--- config.mk ---
export PLATFORM = sky130hd
export DESIGN_NAME = ermc_receive_mac
export DESIGN_NICKNAME = d
export VERILOG_FILES = /design/src/logic/ermc_receive_mac.v
export VERILOG_INCLUDE_DIRS = /design/src /design/src/common
export SDC_FILE = /design/constraint.sdc
export NUM_CORES = 1
export LEC_CHECK = 0
export ABC_AREA = 1
export ABC_CLOCK_PERIOD_IN_PS = 2300
export BUFFER_PORTS_ARGS = -buffer_cell sky130_fd_sc_hd__buf_2
export CAP_MARGIN = 20
export CORE_MARGIN = 2
export CORE_UTILIZATION = 54
export CTS_CLUSTER_DIAMETER = 60
export DETAILED_ROUTE_END_ITERATION = 7
export PLACE_DENSITY = 0.77
export SYNTH_ARGS = -nofsm -noshare
export SYNTH_HDL_FRONTEND = slang
export SYNTH_SLANG_ARGS = --single-unit
--- constraint.sdc ---
create_clock -name i_mclk -period 2.3 [get_ports i_mclk]
set_input_delay 0.115 -clock i_mclk [delete_from_list [all_inputs] [get_ports i_mclk]]
set_output_delay 0.115 -clock i_mclk [all_outputs]
set_load 0.01 [all_outputs]
--- src/common/ermc_map.vh ---
// Contract
// RL1: Run bit starts reception and data requests
// RL2: Run bit clear sends machines to idle
// RL3: Pad bit strips pad bytes from frames
// RL4: Promiscuous bit accepts any destination address
// RL5: Check-off bit skips CRC, framing, length checks
// RL6: Keep-FCS bit keeps last four bytes, else stripped
// RL7: Drop-own bit discards frames from own address
// RL8: Group bit accepts all group-addressed frames
// RL9: Hash bit filters multicast through hash table
// RL10: Filter bit uses address filter registers
// RL11: Software quiesces run bit before parameter writes
// RL12: Software quiesces hash bit before table writes
// RL13: Software quiesces filter bit before filter writes
// RL14: Over-maximum byte count marks frame invalid
// RL15: Under-minimum byte count marks frame invalid
// RL16: High station word matches destination bits 47:32
// RL17: Middle station word matches destination bits 31:16
// RL18: Low station word matches destination bits 15:0
// RL19: Configuration bits 4 to 1 read zero
`ifndef ERMC_MAP_VH
`define ERMC_MAP_VH
// Register byte addresses
`define ERMC_ADDR_CFG 28'h8c0630c
`define ERMC_ADDR_MAX 28'h8c06310
`define ERMC_ADDR_MIN 28'h8c06314
`define ERMC_ADDR_SAH 28'h8c06318
`define ERMC_ADDR_SAM 28'h8c0631c
// Configuration field positions
`define ERMC_CFG_RUN 0
`define ERMC_CFG_PAD 5
`define ERMC_CFG_PROM 6
`define ERMC_CFG_NOCHK 7
`define ERMC_CFG_KEEPFCS 8
`define ERMC_CFG_OWN 9
`define ERMC_CFG_GROUP 10
`define ERMC_CFG_HASH 11
`define ERMC_CFG_AFILT 12
// Writable configuration bits
`define ERMC_CFG_WMASK 13'h1fe1
// Reset values
`define ERMC_RST_CFG 13'h0000
`define ERMC_RST_MAX 13'h05ee
`define ERMC_RST_MIN 8'h40
`define ERMC_RST_SA 16'h0000
// Frame constants
`define ERMC_NIB_PRE 4'h5
`define ERMC_NIB_SFD 4'hd
`define ERMC_CRC_POLY 32'hedb88320
`define ERMC_CRC_GOOD 32'hdebb20e3
`define ERMC_PAD_LIMIT 16'h002e
`define ERMC_HDR_LEN 13'h000e
`define ERMC_FCS_LEN 3'h4
`endif

--- src/logic/ermc_receive_mac.v ---
`timescale 1ns/1ps
`include "ermc_map.vh"
module ermc_receive_mac (
  // Clock and reset
  input wire i_mclk,
  input wire i_rst_n,
  // PIO register port
  input wire i_pio_wr,
  input wire i_pio_rd,
  input wire [27:0] i_pio_addr,
  input wire [31:0] i_pio_wdata,
  output reg [31:0] o_pio_rdata,
  output reg o_pio_ack,
  // Neighbour state: low address word, hash table, filter hit
  input wire [15:0] i_station_address_low,
  input wire [63:0] i_hash_table,
  input wire i_addr_filter_hit,
  // MII receive pins
  input wire i_mii_rx_clk,
  input wire i_mii_rx_dv,
  input wire i_mii_rx_er,
  input wire [3:0] i_mii_rxd,
  // Byte stream to the receive DMA engine
  output reg o_dma_valid,
  output reg [7:0] o_dma_data,
  output reg o_frame_end,
  output reg o_frame_bad
);

  // Machine states
  localparam ST_IDLE = 3'd0;
  localparam ST_LISTEN = 3'd1;
  localparam ST_PRE = 3'd2;
  localparam ST_DATA = 3'd3;
  localparam ST_FLUSH = 3'd4;
  localparam ST_SKIP = 3'd5;

  // One byte of the reflected Ethernet CRC
  function [31:0] crc_byte;
    input [31:0] c;
    input [7:0] d;
    integer k;
    reg [31:0] r;
    begin
      r = c;
      for (k = 0; k < 8; k = k + 1) begin
        if (r[0] ^ d[k])
          r = (r >> 1) ^ `ERMC_CRC_POLY;
        else
          r = r >> 1;
      end
      crc_byte = r;
    end
  endfunction

  // Software registers
  reg [12:0] cfg_q; // Configuration as written
  reg [12:0] max_q; // Longest legal frame
  reg [7:0] min_q; // Shortest legal frame
  reg [15:0] sah_q; // Station address bits 47:32
  reg [15:0] sam_q; // Station address bits 31:16
  reg [12:0] fcfg_q; // Configuration frozen per frame

  // Pin synchroniser, three stages
  reg [6:0] s1_q;
  reg [6:0] s2_q;
  reg [6:0] s3_q;
  reg [6:0] filt_q; // Settled pin levels
  reg clk_prev_q; // Last settled receive clock
  wire [6:0] filt_d;
  wire rx_edge;
  wire rx_dv;
  wire rx_er;
  wire [3:0] rx_nib;

  // Receive datapath state
  reg [2:0] st_q;
  reg phase_q; // High nibble expected next
  reg [3:0] nib_q; // Low nibble of current byte
  reg [3:0] prev_q; // Previous preamble nibble
  reg [12:0] cnt_q; // Bytes seen this frame
  reg [31:0] crc_q;
  reg [47:0] da_q; // Destination address
  reg [47:0] sa_q; // Source address
  reg [7:0] lhi_q; // Length field high byte
  reg padv_q; // Length field implies padding
  reg [12:0] lim_q; // Bytes before pad begins
  reg [5:0] hidx_q; // Hash index from address CRC
  reg [31:0] dl_q; // Four-byte hold for FCS strip
  reg [2:0] hc_q; // Bytes in the hold
  reg long_q; // Passed maximum length
  reg er_q; // Code violation seen
  reg bad_q; // Verdict kept across flush
  reg [2:0] fl_q; // Bytes left to flush

  // Decoded events and verdict terms
  wire byte_ev;
  wire [7:0] byte_v;
  wire [12:0] emit_idx;
  wire emit_pad;
  wire frame_busy;
  wire da_me;
  wire sa_me;
  wire accept;
  wire errs;
  wire verdict;
  wire [31:0] crc_nx = crc_byte(crc_q, byte_v); // CRC with this byte in
  reg [31:0] rd_d;

  // Settle each pin once stages two and three agree
  assign filt_d = (s2_q & s3_q) | ((s2_q ^ s3_q) & filt_q);
  assign rx_edge = filt_q[6] & ~clk_prev_q;
  assign rx_er = filt_q[5];
  assign rx_dv = filt_q[4];
  assign rx_nib = filt_q[3:0];

  // Synchroniser chain and receive clock edge
  always @(posedge i_mclk or negedge i_rst_n) begin
    if (!i_rst_n) begin
      s1_q <= 7'h00;
      s2_q <= 7'h00;
      s3_q <= 7'h00;
      filt_q <= 7'h00;
      clk_prev_q <= 1'b0;
    end else begin
      s1_q <= {i_mii_rx_clk, i_mii_rx_er, i_mii_rx_dv, i_mii_rxd};
      s2_q <= s1_q;
      s3_q <= s2_q;
      filt_q <= filt_d;
      clk_prev_q <= filt_q[6];
    end
  end

  // A byte completes on the high nibble
  assign byte_ev = rx_edge & rx_dv & phase_q & (st_q == ST_DATA);
  assign byte_v = {rx_nib, nib_q};
  assign emit_idx = cnt_q - {10'h000, `ERMC_FCS_LEN}; // Oldest held byte
  assign emit_pad = fcfg_q[`ERMC_CFG_PAD] & padv_q &
                    (emit_idx >= lim_q); // [RL3]
  assign frame_busy = (st_q != ST_IDLE) & (st_q != ST_LISTEN);

  // Station match over all three words
  assign da_me = (da_q[47:32] == sah_q) & // [RL16]
                 (da_q[31:16] == sam_q) & // [RL17]
                 (da_q[15:0] == i_station_address_low); // [RL18]
  assign sa_me = (sa_q[47:32] == sah_q) & (sa_q[31:16] == sam_q) &
                 (sa_q[15:0] == i_station_address_low);
  // Bit 40 is the group bit, first on the wire
  assign accept = fcfg_q[`ERMC_CFG_PROM] | // [RL4]
                  (fcfg_q[`ERMC_CFG_GROUP] & da_q[40]) | // [RL8]
                  (fcfg_q[`ERMC_CFG_HASH] & da_q[40] &
                   i_hash_table[hidx_q]) | // [RL9]
                  (fcfg_q[`ERMC_CFG_AFILT] & i_addr_filter_hit) | // [RL10]
                  (&da_q) | da_me;
  // Odd nibble count is a framing fault
  assign errs = (crc_q != `ERMC_CRC_GOOD) | long_q | er_q | phase_q |
                (cnt_q < {5'h00, min_q}); // [RL15]
  assign verdict = ~accept |
                   (fcfg_q[`ERMC_CFG_OWN] & sa_me) | // [RL7]
                   (~fcfg_q[`ERMC_CFG_NOCHK] & errs); // [RL5]

  // Receive protocol machine
  always @(posedge i_mclk or negedge i_rst_n) begin
    if (!i_rst_n) begin
      st_q <= ST_IDLE;
      phase_q <= 1'b0;
      nib_q <= 4'h0;
      prev_q <= 4'h0;
      cnt_q <= 13'h0000;
      crc_q <= 32'h00000000;
      da_q <= 48'h000000000000;
      sa_q <= 48'h000000000000;
      lhi_q <= 8'h00;
      padv_q <= 1'b0;
      lim_q <= 13'h0000;
      hidx_q <= 6'h00;
      dl_q <= 32'h00000000;
      hc_q <= 3'h0;
      long_q <= 1'b0;
      er_q <= 1'b0;
      bad_q <= 1'b0;
      fl_q <= 3'h0;
      fcfg_q <= `ERMC_RST_CFG;
      o_dma_valid <= 1'b0;
      o_dma_data <= 8'h00;
      o_frame_end <= 1'b0;
      o_frame_bad <= 1'b0;
    end else begin
      o_dma_valid <= 1'b0;
      o_frame_end <= 1'b0;
      o_frame_bad <= 1'b0;
      case (st_q)
        ST_IDLE: begin // Only start between frames
          if (cfg_q[`ERMC_CFG_RUN] & ~rx_dv) // [RL1]
            st_q <= ST_LISTEN;
        end
        ST_LISTEN: begin
          if (!cfg_q[`ERMC_CFG_RUN]) begin
            st_q <= ST_IDLE; // [RL2]
          end else if (rx_dv) begin // Freeze controls for this frame
            fcfg_q <= cfg_q;
            prev_q <= 4'h0;
            st_q <= ST_PRE;
          end
        end
        ST_PRE: begin
          if (!cfg_q[`ERMC_CFG_RUN]) begin
            st_q <= ST_SKIP; // [RL2]
          end else if (!rx_dv) begin
            st_q <= ST_LISTEN; // Carrier lost, no clock edge needed
          end else if (rx_edge && rx_nib == `ERMC_NIB_SFD &&
                       prev_q == `ERMC_NIB_PRE) begin // Delimiter found
            st_q <= ST_DATA;
            phase_q <= 1'b0;
            cnt_q <= 13'h0000;
            crc_q <= 32'hffffffff;
            padv_q <= 1'b0;
            hc_q <= 3'h0;
            long_q <= 1'b0;
            er_q <= 1'b0;
          end else if (rx_edge) begin
            prev_q <= rx_nib;
          end
        end
        ST_DATA: begin
          if (rx_edge & rx_dv) begin
            phase_q <= ~phase_q;
            nib_q <= rx_nib;
            if (rx_er)
              er_q <= 1'b1;
          end
          if (byte_ev) begin
            if (cnt_q != 13'h1fff) // Saturate rather than wrap
              cnt_q <= cnt_q + 13'h0001;
            if (cnt_q >= max_q)
              long_q <= 1'b1; // [RL14]
            crc_q <= crc_nx;
            if (cnt_q < 13'h0006)
              da_q <= {da_q[39:0], byte_v};
            else if (cnt_q < 13'h000c)
              sa_q <= {sa_q[39:0], byte_v};
            if (cnt_q == 13'h0005)
              hidx_q <= crc_nx[31:26];
            if (cnt_q == 13'h000c)
              lhi_q <= byte_v;
            if (cnt_q == 13'h000d) begin
              padv_q <= {lhi_q, byte_v} < `ERMC_PAD_LIMIT;
              lim_q <= `ERMC_HDR_LEN + {5'h00, byte_v};
            end
            // Hold the last four bytes until the end is known
            dl_q <= {dl_q[23:0], byte_v}; // [RL6]
            if (hc_q != `ERMC_FCS_LEN)
              hc_q <= hc_q + 3'h1;
            if (hc_q == `ERMC_FCS_LEN && !emit_pad) begin
              o_dma_valid <= 1'b1; // [RL1]
              o_dma_data <= dl_q[31:24];
            end
          end else if (!rx_dv) begin // No clock edge needed to end
            bad_q <= verdict;
            if (fcfg_q[`ERMC_CFG_KEEPFCS] &&
                hc_q == `ERMC_FCS_LEN) begin
              fl_q <= `ERMC_FCS_LEN; // [RL6]
              st_q <= ST_FLUSH; // Kept FCS drains after the frame
            end else begin
              o_frame_end <= 1'b1;
              o_frame_bad <= verdict;
              st_q <= cfg_q[`ERMC_CFG_RUN] ? ST_LISTEN : ST_IDLE;
            end
          end
        end
        ST_FLUSH: begin
          o_dma_valid <= 1'b1;
          o_dma_data <= dl_q[31:24];
          dl_q <= {dl_q[23:0], 8'h00};
          fl_q <= fl_q - 3'h1;
          if (fl_q == 3'h1) begin
            o_frame_end <= 1'b1;
            o_frame_bad <= bad_q;
            st_q <= cfg_q[`ERMC_CFG_RUN] ? ST_LISTEN : ST_IDLE; // [RL2]
          end
        end
        ST_SKIP: begin
          // Let a stray frame pass before idling
          if (!rx_dv)
            st_q <= ST_IDLE; // [RL2]
        end
        default: begin
          st_q <= ST_IDLE;
        end
      endcase
    end
  end
  // Read mux; busy machine keeps quiesce bits reading one
  always @* begin
    rd_d = 32'h00000000;
    case (i_pio_addr)
      `ERMC_ADDR_CFG: begin
        rd_d[12:0] = cfg_q & `ERMC_CFG_WMASK; // [RL19]
        rd_d[`ERMC_CFG_RUN] = cfg_q[`ERMC_CFG_RUN] | frame_busy;
        rd_d[`ERMC_CFG_HASH] = cfg_q[`ERMC_CFG_HASH] |
                               (frame_busy & fcfg_q[`ERMC_CFG_HASH]);
        rd_d[`ERMC_CFG_AFILT] = cfg_q[`ERMC_CFG_AFILT] |
                                (frame_busy & fcfg_q[`ERMC_CFG_AFILT]);
      end
      `ERMC_ADDR_MAX: rd_d[12:0] = max_q;
      `ERMC_ADDR_MIN: rd_d[7:0] = min_q;
      `ERMC_ADDR_SAH: rd_d[15:0] = sah_q;
      `ERMC_ADDR_SAM: rd_d[15:0] = sam_q;
      default: rd_d = 32'h00000000;
    endcase
  end

  // Register writes and one-cycle acknowledge
  always @(posedge i_mclk or negedge i_rst_n) begin
    if (!i_rst_n) begin
      cfg_q <= `ERMC_RST_CFG;
      max_q <= `ERMC_RST_MAX;
      min_q <= `ERMC_RST_MIN;
      sah_q <= `ERMC_RST_SA;
      sam_q <= `ERMC_RST_SA;
      o_pio_rdata <= 32'h00000000;
      o_pio_ack <= 1'b0;
    end else begin
      o_pio_ack <= i_pio_wr | i_pio_rd;
      o_pio_rdata <= i_pio_rd ? rd_d : 32'h00000000;
      // No write interlock: software quiesces first
      if (i_pio_wr) begin
        case (i_pio_addr)
          `ERMC_ADDR_CFG:
            cfg_q <= i_pio_wdata[12:0] & `ERMC_CFG_WMASK; // [RL19]
          `ERMC_ADDR_MAX: max_q <= i_pio_wdata[12:0];
          `ERMC_ADDR_MIN: min_q <= i_pio_wdata[7:0];
          `ERMC_ADDR_SAH: sah_q <= i_pio_wdata[15:0];
          `ERMC_ADDR_SAM: sam_q <= i_pio_wdata[15:0];
          default: cfg_q <= cfg_q;
        endcase
      end
    end
  end
endmodule

Word-level counts from Yosys, hierarchy flattened
Cells that the tools add are included.

Register bits after elaboration: 350. Bits in latches: 0. RAM bits: 0. Bits in read-only memories: 0. Input bits: 152. Output and inout port bits: 44. Word-level logic and storage cells: 282. Memories: 0.

Add/subtract/negate cells: 5. Multipliers: 0. Divide/modulo/power cells: 0. $lt $le $gt $ge: 7. Eq/ne operators: 50. Shift-type cells: 0. Multiplexer cells: 87. Bitwise gates (word level): 62. Reductions and logical operators: 36.

Operators by type and width (number): 32-bit two-way mux (13); 28-bit == test, second input constant (5); 32-bit one-hot mux with 2 select lines (2); 13-bit inverter with 14-bit output (8); 16-bit == test (6); 13-bit two-way mux (5); 3-bit two-way mux (19); 48-bit AND reduction (1); 8-bit one-hot mux with 5 select lines (1); 32-bit != test, second input constant (1); 6-bit AND reduction (5); 2-bit != test, second input constant (14); 13-bit by 4-bit == test with 1-bit output, second input constant (2); 13-bit greater-or-equal comparator (2); 13-bit one-hot mux with 2 select lines (1); 4-bit two-way mux (6); 1-bit two-way mux (22); 3-bit AND reduction (7); 1-bit bitwise AND (20); 5-bit one-hot mux with 4 select lines (1); 3-bit one-hot mux with 2 select lines (3); 3-bit one-hot mux with 6 select lines (1); 16-bit by 6-bit less-than comparator with 1-bit output, second input constant (1); 16-bit two-way mux (1); other kinds (40) (100).

Longest topological paths before layout
Gate-level depths: netlist of run 1.

Depth in word-level cells: 18. Gate-level depth with buffers: 18. Depth with buffers taken out: 18.

Worst setup path before layout of run 1
No wires, ideal clock.

Kind: flip-flop to flip-flop. From: register cnt_q[2]. To: register o_dma_data[0]. Library setup time: 0.066 ns. Data arrival time: 2.394 ns. Data required time: 2.234 ns. Setup slack: -0.160 ns. Cell stages (with the launch flop): 17. Path buffers: 0. Clock period less this slack: 2.460 ns. Path through: dfrtp_1 > inv_1 > ha_1 > inv_1 > nor2_1 > xor2_1 > ha_1 > a211o_1 > a21oi_1 > nand2_1 > nor3_1 > nand2_1 > nand2_1 > nand3_2 > nand2_2 > nand2_1 > nand2_1.

Longest elaborated chain between the ends: 7.

Ends and longest elaborated chain: from (decl) (line ermc_receive_mac.v:81) `reg [12:0] cnt_q;`; from (signal assigned) (line ermc_receive_mac.v:234) `cnt_q <= cnt_q + 13'h0001;`; 13-bit by 3-bit subtractor with 13-bit output (line ermc_receive_mac.v:137) `` assign emit_idx = cnt_q - {10'h000, `ERMC_FCS_LEN}; ``; 13-bit greater-or-equal comparator (line ermc_receive_mac.v:139) `(emit_idx >= lim_q);`; 1-bit bitwise AND (line ermc_receive_mac.v:138) `` assign emit_pad = fcfg_q[`ERMC_CFG_PAD] & padv_q & ``; 1-bit zero test (line ermc_receive_mac.v:254) `` if (hc_q == `ERMC_FCS_LEN && !emit_pad) begin ``; 1-bit logical AND (line ermc_receive_mac.v:254); 2-bit by 1-bit != test with 1-bit output (no source line); 3-bit AND reduction (no source line); to (signal assigned) (line ermc_receive_mac.v:256) `o_dma_data <= dl_q[31:24];`; to (signal assigned) (line ermc_receive_mac.v:273) `o_dma_data <= dl_q[31:24];`; to (decl) (line ermc_receive_mac.v:25) `output reg [7:0] o_dma_data,`.

No other way between the ends. A chain may end at the register's enable or synchronous reset.

Worst setup path after layout of run 1
From: register cnt_q[2]. To: register o_dma_data[5].

The elaborated chain is that of the path after synthesis.

==> results by group, run 1 <==
Worst setup path
  – Critical register-to-register path endpoint: o_dma_data[5]$_DFFE_PN0P_
  – Top cell by count, worst path: nand2_1
  – CP arrival: about 3000 ps
  – CP Capture Type: flip-flop
  – CP endpoint: o_dma_data[5]$_DFFE_PN0P_
  – CP max stage cell: dfrtp_2
  – Crit path launch type: flip-flop
  – Worst Path Max Fanout: 6
  – Start-to-end type of the worst setup path: reg2reg
  – Slowest stage delay, CP: approximately 400 ps
  – R2r worst-path depth: 16
  – Reg-to-reg slack, setup: -180 ps
  – Worst path depth: 16
  – WP buf/inv: 2
  – CP startpoint: cnt_q[2]$_DFFE_PN0P_
  – Delay-heaviest family, CP: simple AND/OR/NAND/NOR gates
  – Critical Path RT: 2760 ps
  – Reg2reg start: cnt_q[2]$_DFFE_PN0P_
  – Cell chain of the critical path: inv_2 > ha_4 > inv_2 > nor2_4 > xor2_1 > ha_1 > a211o_1 > a21oi_1 > nand2_1 > nor3_2 > nand2_1 > nand2_2 > nand3_4 > nand2_4 > nand2_1 > nand2_1

Synthesis
  – Post-synth EDFFs: 0
  – Largest family of logic cells by synthesized area: simple AND/OR/NAND/NOR gates
  – Main flop type after synthesis: dfrtp_1
  – Register area share after synthesis: between 40% and 50%
  – Yosys top cell by area: dfrtp_1
  – Ys async rst share: 100%
  – Most common cell in the netlist: nand2_1
  – Syn Area/Cell: ~8.4 sq um
  – Post-Synth Simple-Gate Area: a little under a quarter
  – Number of synthesized register bits: between 300 and 400
  – Mux share of post-synthesis cell area: under 10%
  – Yosys top cell area share: 46.0%
  – Syn. warnings: 0
  – Yosys cell types: between 60 and 70
  – Post-Syn Instances: 2171
  – Post-synthesis compound-gate area fraction: about a tenth
  – Commonest cells post-synth: nand2_1 (558), dfrtp_1 (336), inv_1 (245)
  – Adder-cell area share of the yosys netlist: 3.22%
  – Top post-synthesis cells by area: dfrtp_1 (46%), nand2_1 (11%), inv_1 (5.0%)
  – Mapped cell area: about 0.018 sq mm
  – XOR/XNOR share of the synthesized area: under 10%

Cells and area
  – Area grow syn2layout: 17.1%
  – Diode count: 0
  – Nets: between 2000 and 3000
  – Post-Layout Inst Area: roughly 0.021 sq mm
  – Layout cell share with drive strength beyond 1: around 18%
  – Final Util: 64.1%

Run status
  – Run status: finished with violations
  – Failing checks: setup timing

Floorplanning
  – Core area: approximately 0.033 sq mm
  – Number of cell rows: 67
  – Initial core utilization: a little over half
  – Die area: 0.0354 sq mm
  – IO Count: roughly 200
  – Die Span Y: 188 um
  – Die width: approximately 190 um

Clock tree
  – Clk Tree Root Cell: clkbuf_16
  – Max clock buf depth: 3
  – Total CTS buffers: 39
  – Clk sink count: roughly 350
  – Clock slew at reported path FFs: 60 ps
  – H-tree depth: 2
  – Later-pin clock latency in the skew report: 530 ps
  – TritonCTS clock tree: yes

Timing
  – Final setup viols: 9
  – Skew final: about 14 ps
  – Sum Neg Setup Slack: -1490 ps
  – Final WS setup: -179 ps
  – Final-report max-slew violation count: 0
  – Upper clock frequency limit: a little over 400 MHz
  – RSZ-0062 raised after global routing: true
  – Slew HR: between 60% and 70%
  – Final hold vios: 0
  – Slew @ Worst Pin: around 600 ps
  – Final critical-path required period: about 2500 ps
  – Hold slack: 19.1 ps
  – Final worst-path cycle share: 108%

Route
  – Post-route ant nets: 0
  – Initial DRT Pass Iterations: 6
  – Residual DRC count: 0
  – DR iter-0 viols: 1323
  – WL final: a little under 50 mm
  – WL per Instance: between 15 and 20 um
  – Routed vias: approximately 16000
  – Number of vias per cell: about 5.5

Global routing
  – Vias in the first global route: about 15000
  – First-pass GRT wire length: around 78 mm
  – Total gr overflow: 0
  – Initial antenna violation count: 0
  – Tot GR Track Use: approximately 28%
  – Largest net degree at the start of global routing: 95

Flow run
  – Maxcap violations: 0

Placement
  – Dpl hpwl: 35.3 mm
  – Final Wtd Congestion: approximately 0.93
  – Port buffer count: 163
  – Placed Area: around 0.020 sq mm

Pwr
  – Total power: approximately 16 mW
  – Pwr dens: around 730 mW/mm^2
  – Leak: 10.3 nW
  – Worst vdd ir: between 400 and 500 uV

Hold path
  – Type of the most critical hold path: in2reg
metal layers:
layer  global-route usage (%)  up-vias  routed length (um)
met5                        0        -                   0
met4                     10.3        0                1850
met3                     3.99      123                3030
met2                     45.5      569               23000
met1                     36.9     7523               20400
li1                         -     7470                   -
sequential cells by signal, indices dropped and copies added (netlist names), 6 cells and up:
name and count:
crc_q 32, lim_q 9, filt_q 7, cnt_q 13, o_dma_data 8, cfg_q 9
sa_q 48, max_q 13, s1_q 7, o_pio_rdata 16, s3_q 7, da_q 48
fcfg_q 8, lhi_q 8, sam_q 16, dl_q 32, min_q 8, hidx_q 6
sah_q 16, s2_q 7
worst register-to-register path: cells and delay by family (launching register included):
kind,cells,cell delay (ps)
AND/OR/NAND/NOR,9,970
flip-flops,1,400
adder cells (fa/ha/maj),2,390
AO/OA/AOI/OAI,2,380
XOR/XNOR,1,160
buffers and inverters,2,120
repair_timing:
action / CTS / global route
hold buffers: 22 / 0
cloned: 2 / 0
setup buffers: 4 / 0
endpoints found under the setup margin: 9 / 17
pin swaps: 6 / 7
gates resized for setup: 8 / 12
endpoints found under the hold margin: 115 / 0
layout by cell type (no fill, tap or decap), types with 46 or more instances in the layout:
| cell type | n |
|---|---|
| a21oi_1 | 47 |
| buf_2 | 162 |
| buf_4 | 57 |
| dfrtp_1 | 335 |
| ha_1 | 46 |
| inv_1 | 241 |
| nand2_1 | 553 |
| nand3_1 | 150 |
| nand4_1 | 53 |
| nor2_1 | 100 |
| o21ai_0 | 138 |
| o21ai_1 | 71 |
| xor2_1 | 71 |
kinds of logic after synthesis:
group,count (synthesis)
AND/OR/NAND/NOR,955
XOR/XNOR,117
flip-flops,345
adder cells (fa/ha/maj),47
buffers and inverters,350
AO/OA/AOI/OAI,327
multiplexers,29
other,1
power by group:
| part | switching, mW | internal [mW] | total (mW) |
|---|---|---|---|
| Sequential | 0.150 | 6.29 | 6.44 |
| Clock | 2.49 | 3.76 | 6.25 |
| Combinational | 1.85 | 1.20 | 3.05 |
worst min-delay path by stage:
stage	slack [ps]	depth (start not counted)	endpoint	from
2_1_floorplan	-180	0	bad_q$_DFFE_PN0P_	i_rst_n
3_3_place_gp	130	1	da_q[37]$_DFFE_PN0P_	i_rst_n
3_5_place_dp	130	1	da_q[36]$_DFFE_PN0P_	i_rst_n
4_1_cts	5	3	sah_q[6]$_DFFE_PN0P_	i_pio_wdata[6]
5_1_grt	10	3	sah_q[5]$_DFFE_PN0P_	i_pio_wdata[5]
6_report	20	3	sah_q[6]$_DFFE_PN0P_	i_pio_wdata[6]
through the flow:
| stage | setup WS (ps) | instances |
|---|---|---|
| floorplan | 5.40 | 2186 |
| global route | -272 | 2866 |
| global placement | -174 | 2771 |
| detailed placement | -214 | 2771 |
| finish | -179 | 2866 |
| CTS | -168 | 2866 |
cell type report:
| class | count | area (sq um) |
|---|---|---|
| clock buffers | 55 | 1130 |
| clock inverters | 12 | 159 |
| fillers | 2808 | 12000 |
| inverters | 264 | 993 |
| multi-input cells | 1493 | 8330 |
| flip-flops and latches | 345 | 8650 |
| well taps | 448 | 561 |
| repair buffers | 249 | 1610 |
Note: power is estimated with default switching activity, not from simulation.
==> inputs of run 2 (changes only) <==
Settings changed: CORE_ASPECT_RATIO set to 0.5.
==> run 2 against run 1 <==
- the flow still finishes with violations (setup timing)
- die area rose by 0.25%
- critical endpoint is now o_dma_data[1]$_DFFE_PN0P_
- worst setup slack got worse by 31 ps
- sequential power barely moved
- sequential share of layout area barely moved
- clock power fell by 12%
- via count fell by 1.1%
- wire length rose by 1.3%
- register-to-register slack got worse by 30 ps
- final area barely moved
==> results by group, run 2 (same netlist as run 1, synthesis figures left out) <==
Route
  – Post-route ant nets: 0 (unchanged)
  – Initial DRT Pass Iterations: 6 (unchanged)
  – Number of vias per cell: 5.42 (was 5.47)
  – Residual DRC count: 0 (unchanged)
  – DR iter-0 viols: 1653 (was 1323)
  – WL final: 48.9 mm (was 48.3 mm)
  – Routed vias: 15500 (was 15700)
  – WL per Instance: 17.1 um (was 16.9 um)

Timing
  – Final hold vios: 0 (unchanged)
  – Skew final: 27.5 ps (was 13.7 ps)
  – RSZ-0062 raised after global routing: true (unchanged)
  – Hold slack: 51.5 ps (was 19.1 ps)
  – Final WS setup: -210 ps (was -179 ps)
  – Sum Neg Setup Slack: -1810 ps (was -1490 ps)
  – Final worst-path cycle share: 109% (was 108%)
  – Final-report max-slew violation count: 0 (unchanged)
  – Upper clock frequency limit: 398 MHz (was 403 MHz)
  – Slew @ Worst Pin: 636 ps (was 597 ps)
  – Final critical-path required period: 2510 ps (was 2480 ps)
  – Slew HR: 57.2% (was 60.2%)
  – Final setup viols: 9 (unchanged)

Pwr
  – Worst vdd ir: 691 uV (was 447 uV)
  – Clock share of power: 36.7% (was 39.7%)
  – P_sw: 4.38 mW (was 4.48 mW)
  – Seq pwr share: 43.0% (was 40.9%)
  – P_int: 10.6 mW (was 11.3 mW)
  – Leak: 10.3 nW (about the same)
  – Comb power frac: 20.4% (was 19.4%)
  – Pwr dens: 701 mW/mm^2 (was 735 mW/mm^2)
  – Switching Share: 29.2% (was 28.5%)

Cells and area
  – Commonest non-fill, non-tap cells in the layout: nand2_1 (551), dfrtp_1 (335), inv_1 (242) (was nand2_1 (553), dfrtp_1 (335), inv_1 (241))
  – Layout cell share with drive strength beyond 1: 18.4% (was 17.9%)
  – Post-Layout Inst Area: 0.0214 sq mm (about the same)
  – Diode count: 0 (unchanged)
  – Biggest regs: da_q: 48 flops, sa_q: 48 flops (unchanged)
  – Area grow syn2layout: 17.0% (was 17.1%)
  – Most common cell after layout, fill and taps aside: nand2_1 (unchanged)
  – Layout Cells excl Fill: 2863 (was 2866)
  – Nets: 2598 (was 2591)

Worst setup path
  – Start-to-end type of the worst setup path: reg2reg (unchanged)
  – Crit path launch type: flip-flop (unchanged)
  – Worst Path Max Fanout: 8 (was 6)
  – Critical Path RT: 2770 ps (was 2760 ps)
  – CP Capture Type: flip-flop (unchanged)
  – CP arrival: 2980 ps (was 2940 ps)

Placement
  – Port buffer count: 163 (unchanged)
  – Final Wtd Congestion: 0.924 (was 0.927)
  – Placed Area: 0.0199 sq mm (was 0.0198 sq mm)
  – Inst Count DP: 2771 (unchanged)
  – Worst slack at placement: -224 ps (was -214 ps)
  – Dpl hpwl: 35.1 mm (was 35.3 mm)

Clock tree
  – Clock slew at reported path FFs: 70 ps (was 60 ps)
  – Later-pin clock latency in the skew report: 590 ps (was 530 ps)
  – Clk Tree Root Cell: clkbuf_16 (unchanged)
  – Clk sink count: 345 (unchanged)
  – H-tree depth: 1 (was 2)
  – TritonCTS clock tree: yes (unchanged)
  – Max clock buf depth: 3 (unchanged)
  – Total CTS buffers: 31 (was 39)

Floorplanning
  – Die area: 0.0354 sq mm (about the same)
  – Initial core utilization: 55.0% (was 54.7%)
  – Die Span Y: 134 um (was 188 um)
  – Number of cell rows: 47 (was 67)
  – Core area: 0.0332 sq mm (was 0.0334 sq mm)
  – Die width: 264 um (was 188 um)
  – IO Count: 196 (unchanged)

Global routing
  – Vias in the first global route: 15000 (was 15200)
  – Largest net degree at the start of global routing: 78 (was 95)
  – Initial antenna violation count: 0 (unchanged)
  – Tot GR Track Use: 27.5% (about the same)
  – First-pass GRT wire length: 78.2 mm (was 78.4 mm)
  – Total gr overflow: 0 (unchanged)

Flow run
  – Maxcap violations: 0 (unchanged)

Hold path
  – Type of the most critical hold path: in2reg (unchanged)

Run status
  – Run status: finished with violations (unchanged)
  – Failing checks: setup timing (unchanged)
==> run 2: worst max-delay path, stage by stage, from the launching register on <==
cell	delay, ps
dfrtp_2	410
inv_2	80
ha_4	130
inv_2	40
nor2_4	120
xor2_1	160
ha_1	270
a211o_1	300
a21oi_2	110
nand2_1	70
nor3_2	110
nand2_1	110
nand2_2	90
nand3_4	100
buf_6	170
nand3_1	60
nand2_1	50
==> run 2: cell type report <==
class | instances | area [sq um]
multi-input combinational | 1491 | 8340
clock buffer | 44 | 925
clock inverter | 12 | 150
sequential | 345 | 8650
inverter | 264 | 993
tap | 441 | 552
timing repair buffer | 266 | 1800
fill | 2717 | 11800
==> run 2: timing repair <==
item	in CTS	in global routing
endpoints found under the hold margin	416	0
pin swaps	6	6
setup endpoints to repair	9	18
buffers inserted	10	1
hold buffers	26	0
gates resized for setup	20	12
==> run 2: routing by layer <==
layer / wire length, um / GRT usage, % / vias to the layer above
li1: - / - / 7476
met2: 22500 / 44.0 / 534
met5: 0 / 0 / -
met3: 3270 / 4.99 / 100
met4: 1450 / 8.24 / 0
met1: 21700 / 38.6 / 7396
==> run 2: worst paths after layout <==
check                                     start                         to  slack (ps)  cells after the start
max in group asynchronous               i_rst_n       max_q[5]$_DFFE_PN1P_        1440                      3
hold / removal                   i_pio_addr[12]  o_pio_rdata[13]$_DFF_PN0_          50                      6
min in group asynchronous               i_rst_n       dl_q[29]$_DFFE_PN0P_          60                      2
setup reg to reg           cnt_q[2]$_DFFE_PN0P_  o_dma_data[1]$_DFFE_PN0P_        -210                     16
setup / recovery           cnt_q[2]$_DFFE_PN0P_  o_dma_data[1]$_DFFE_PN0P_        -210                     16
hold reg to reg               s1_q[5]$_DFF_PN0_          s2_q[5]$_DFF_PN0_         350                      0
==> run 2: power by group through the flow <==
stage,logic [mW],registers [mW],clock network [mW]
global route,3.38,6.46,5.79
global placement,2.93,6.55,0
finish,3.05,6.45,5.50
floorplan,2.16,6.52,0
detailed placement,2.97,6.56,0
CTS,3.04,6.44,5.54
==> run 2: through the flow <==
| stage | power [mW] | util, % |
|---|---|---|
| 2_1_floorplan | 8.68 | - |
| 3_3_place_gp | 9.48 | 59.8 |
| 3_5_place_dp | 9.53 | 59.8 |
| 4_1_cts | 15.0 | 64.3 |
| 5_1_grt | 15.6 | 64.4 |
| 6_report | 15.0 | 64.4 |
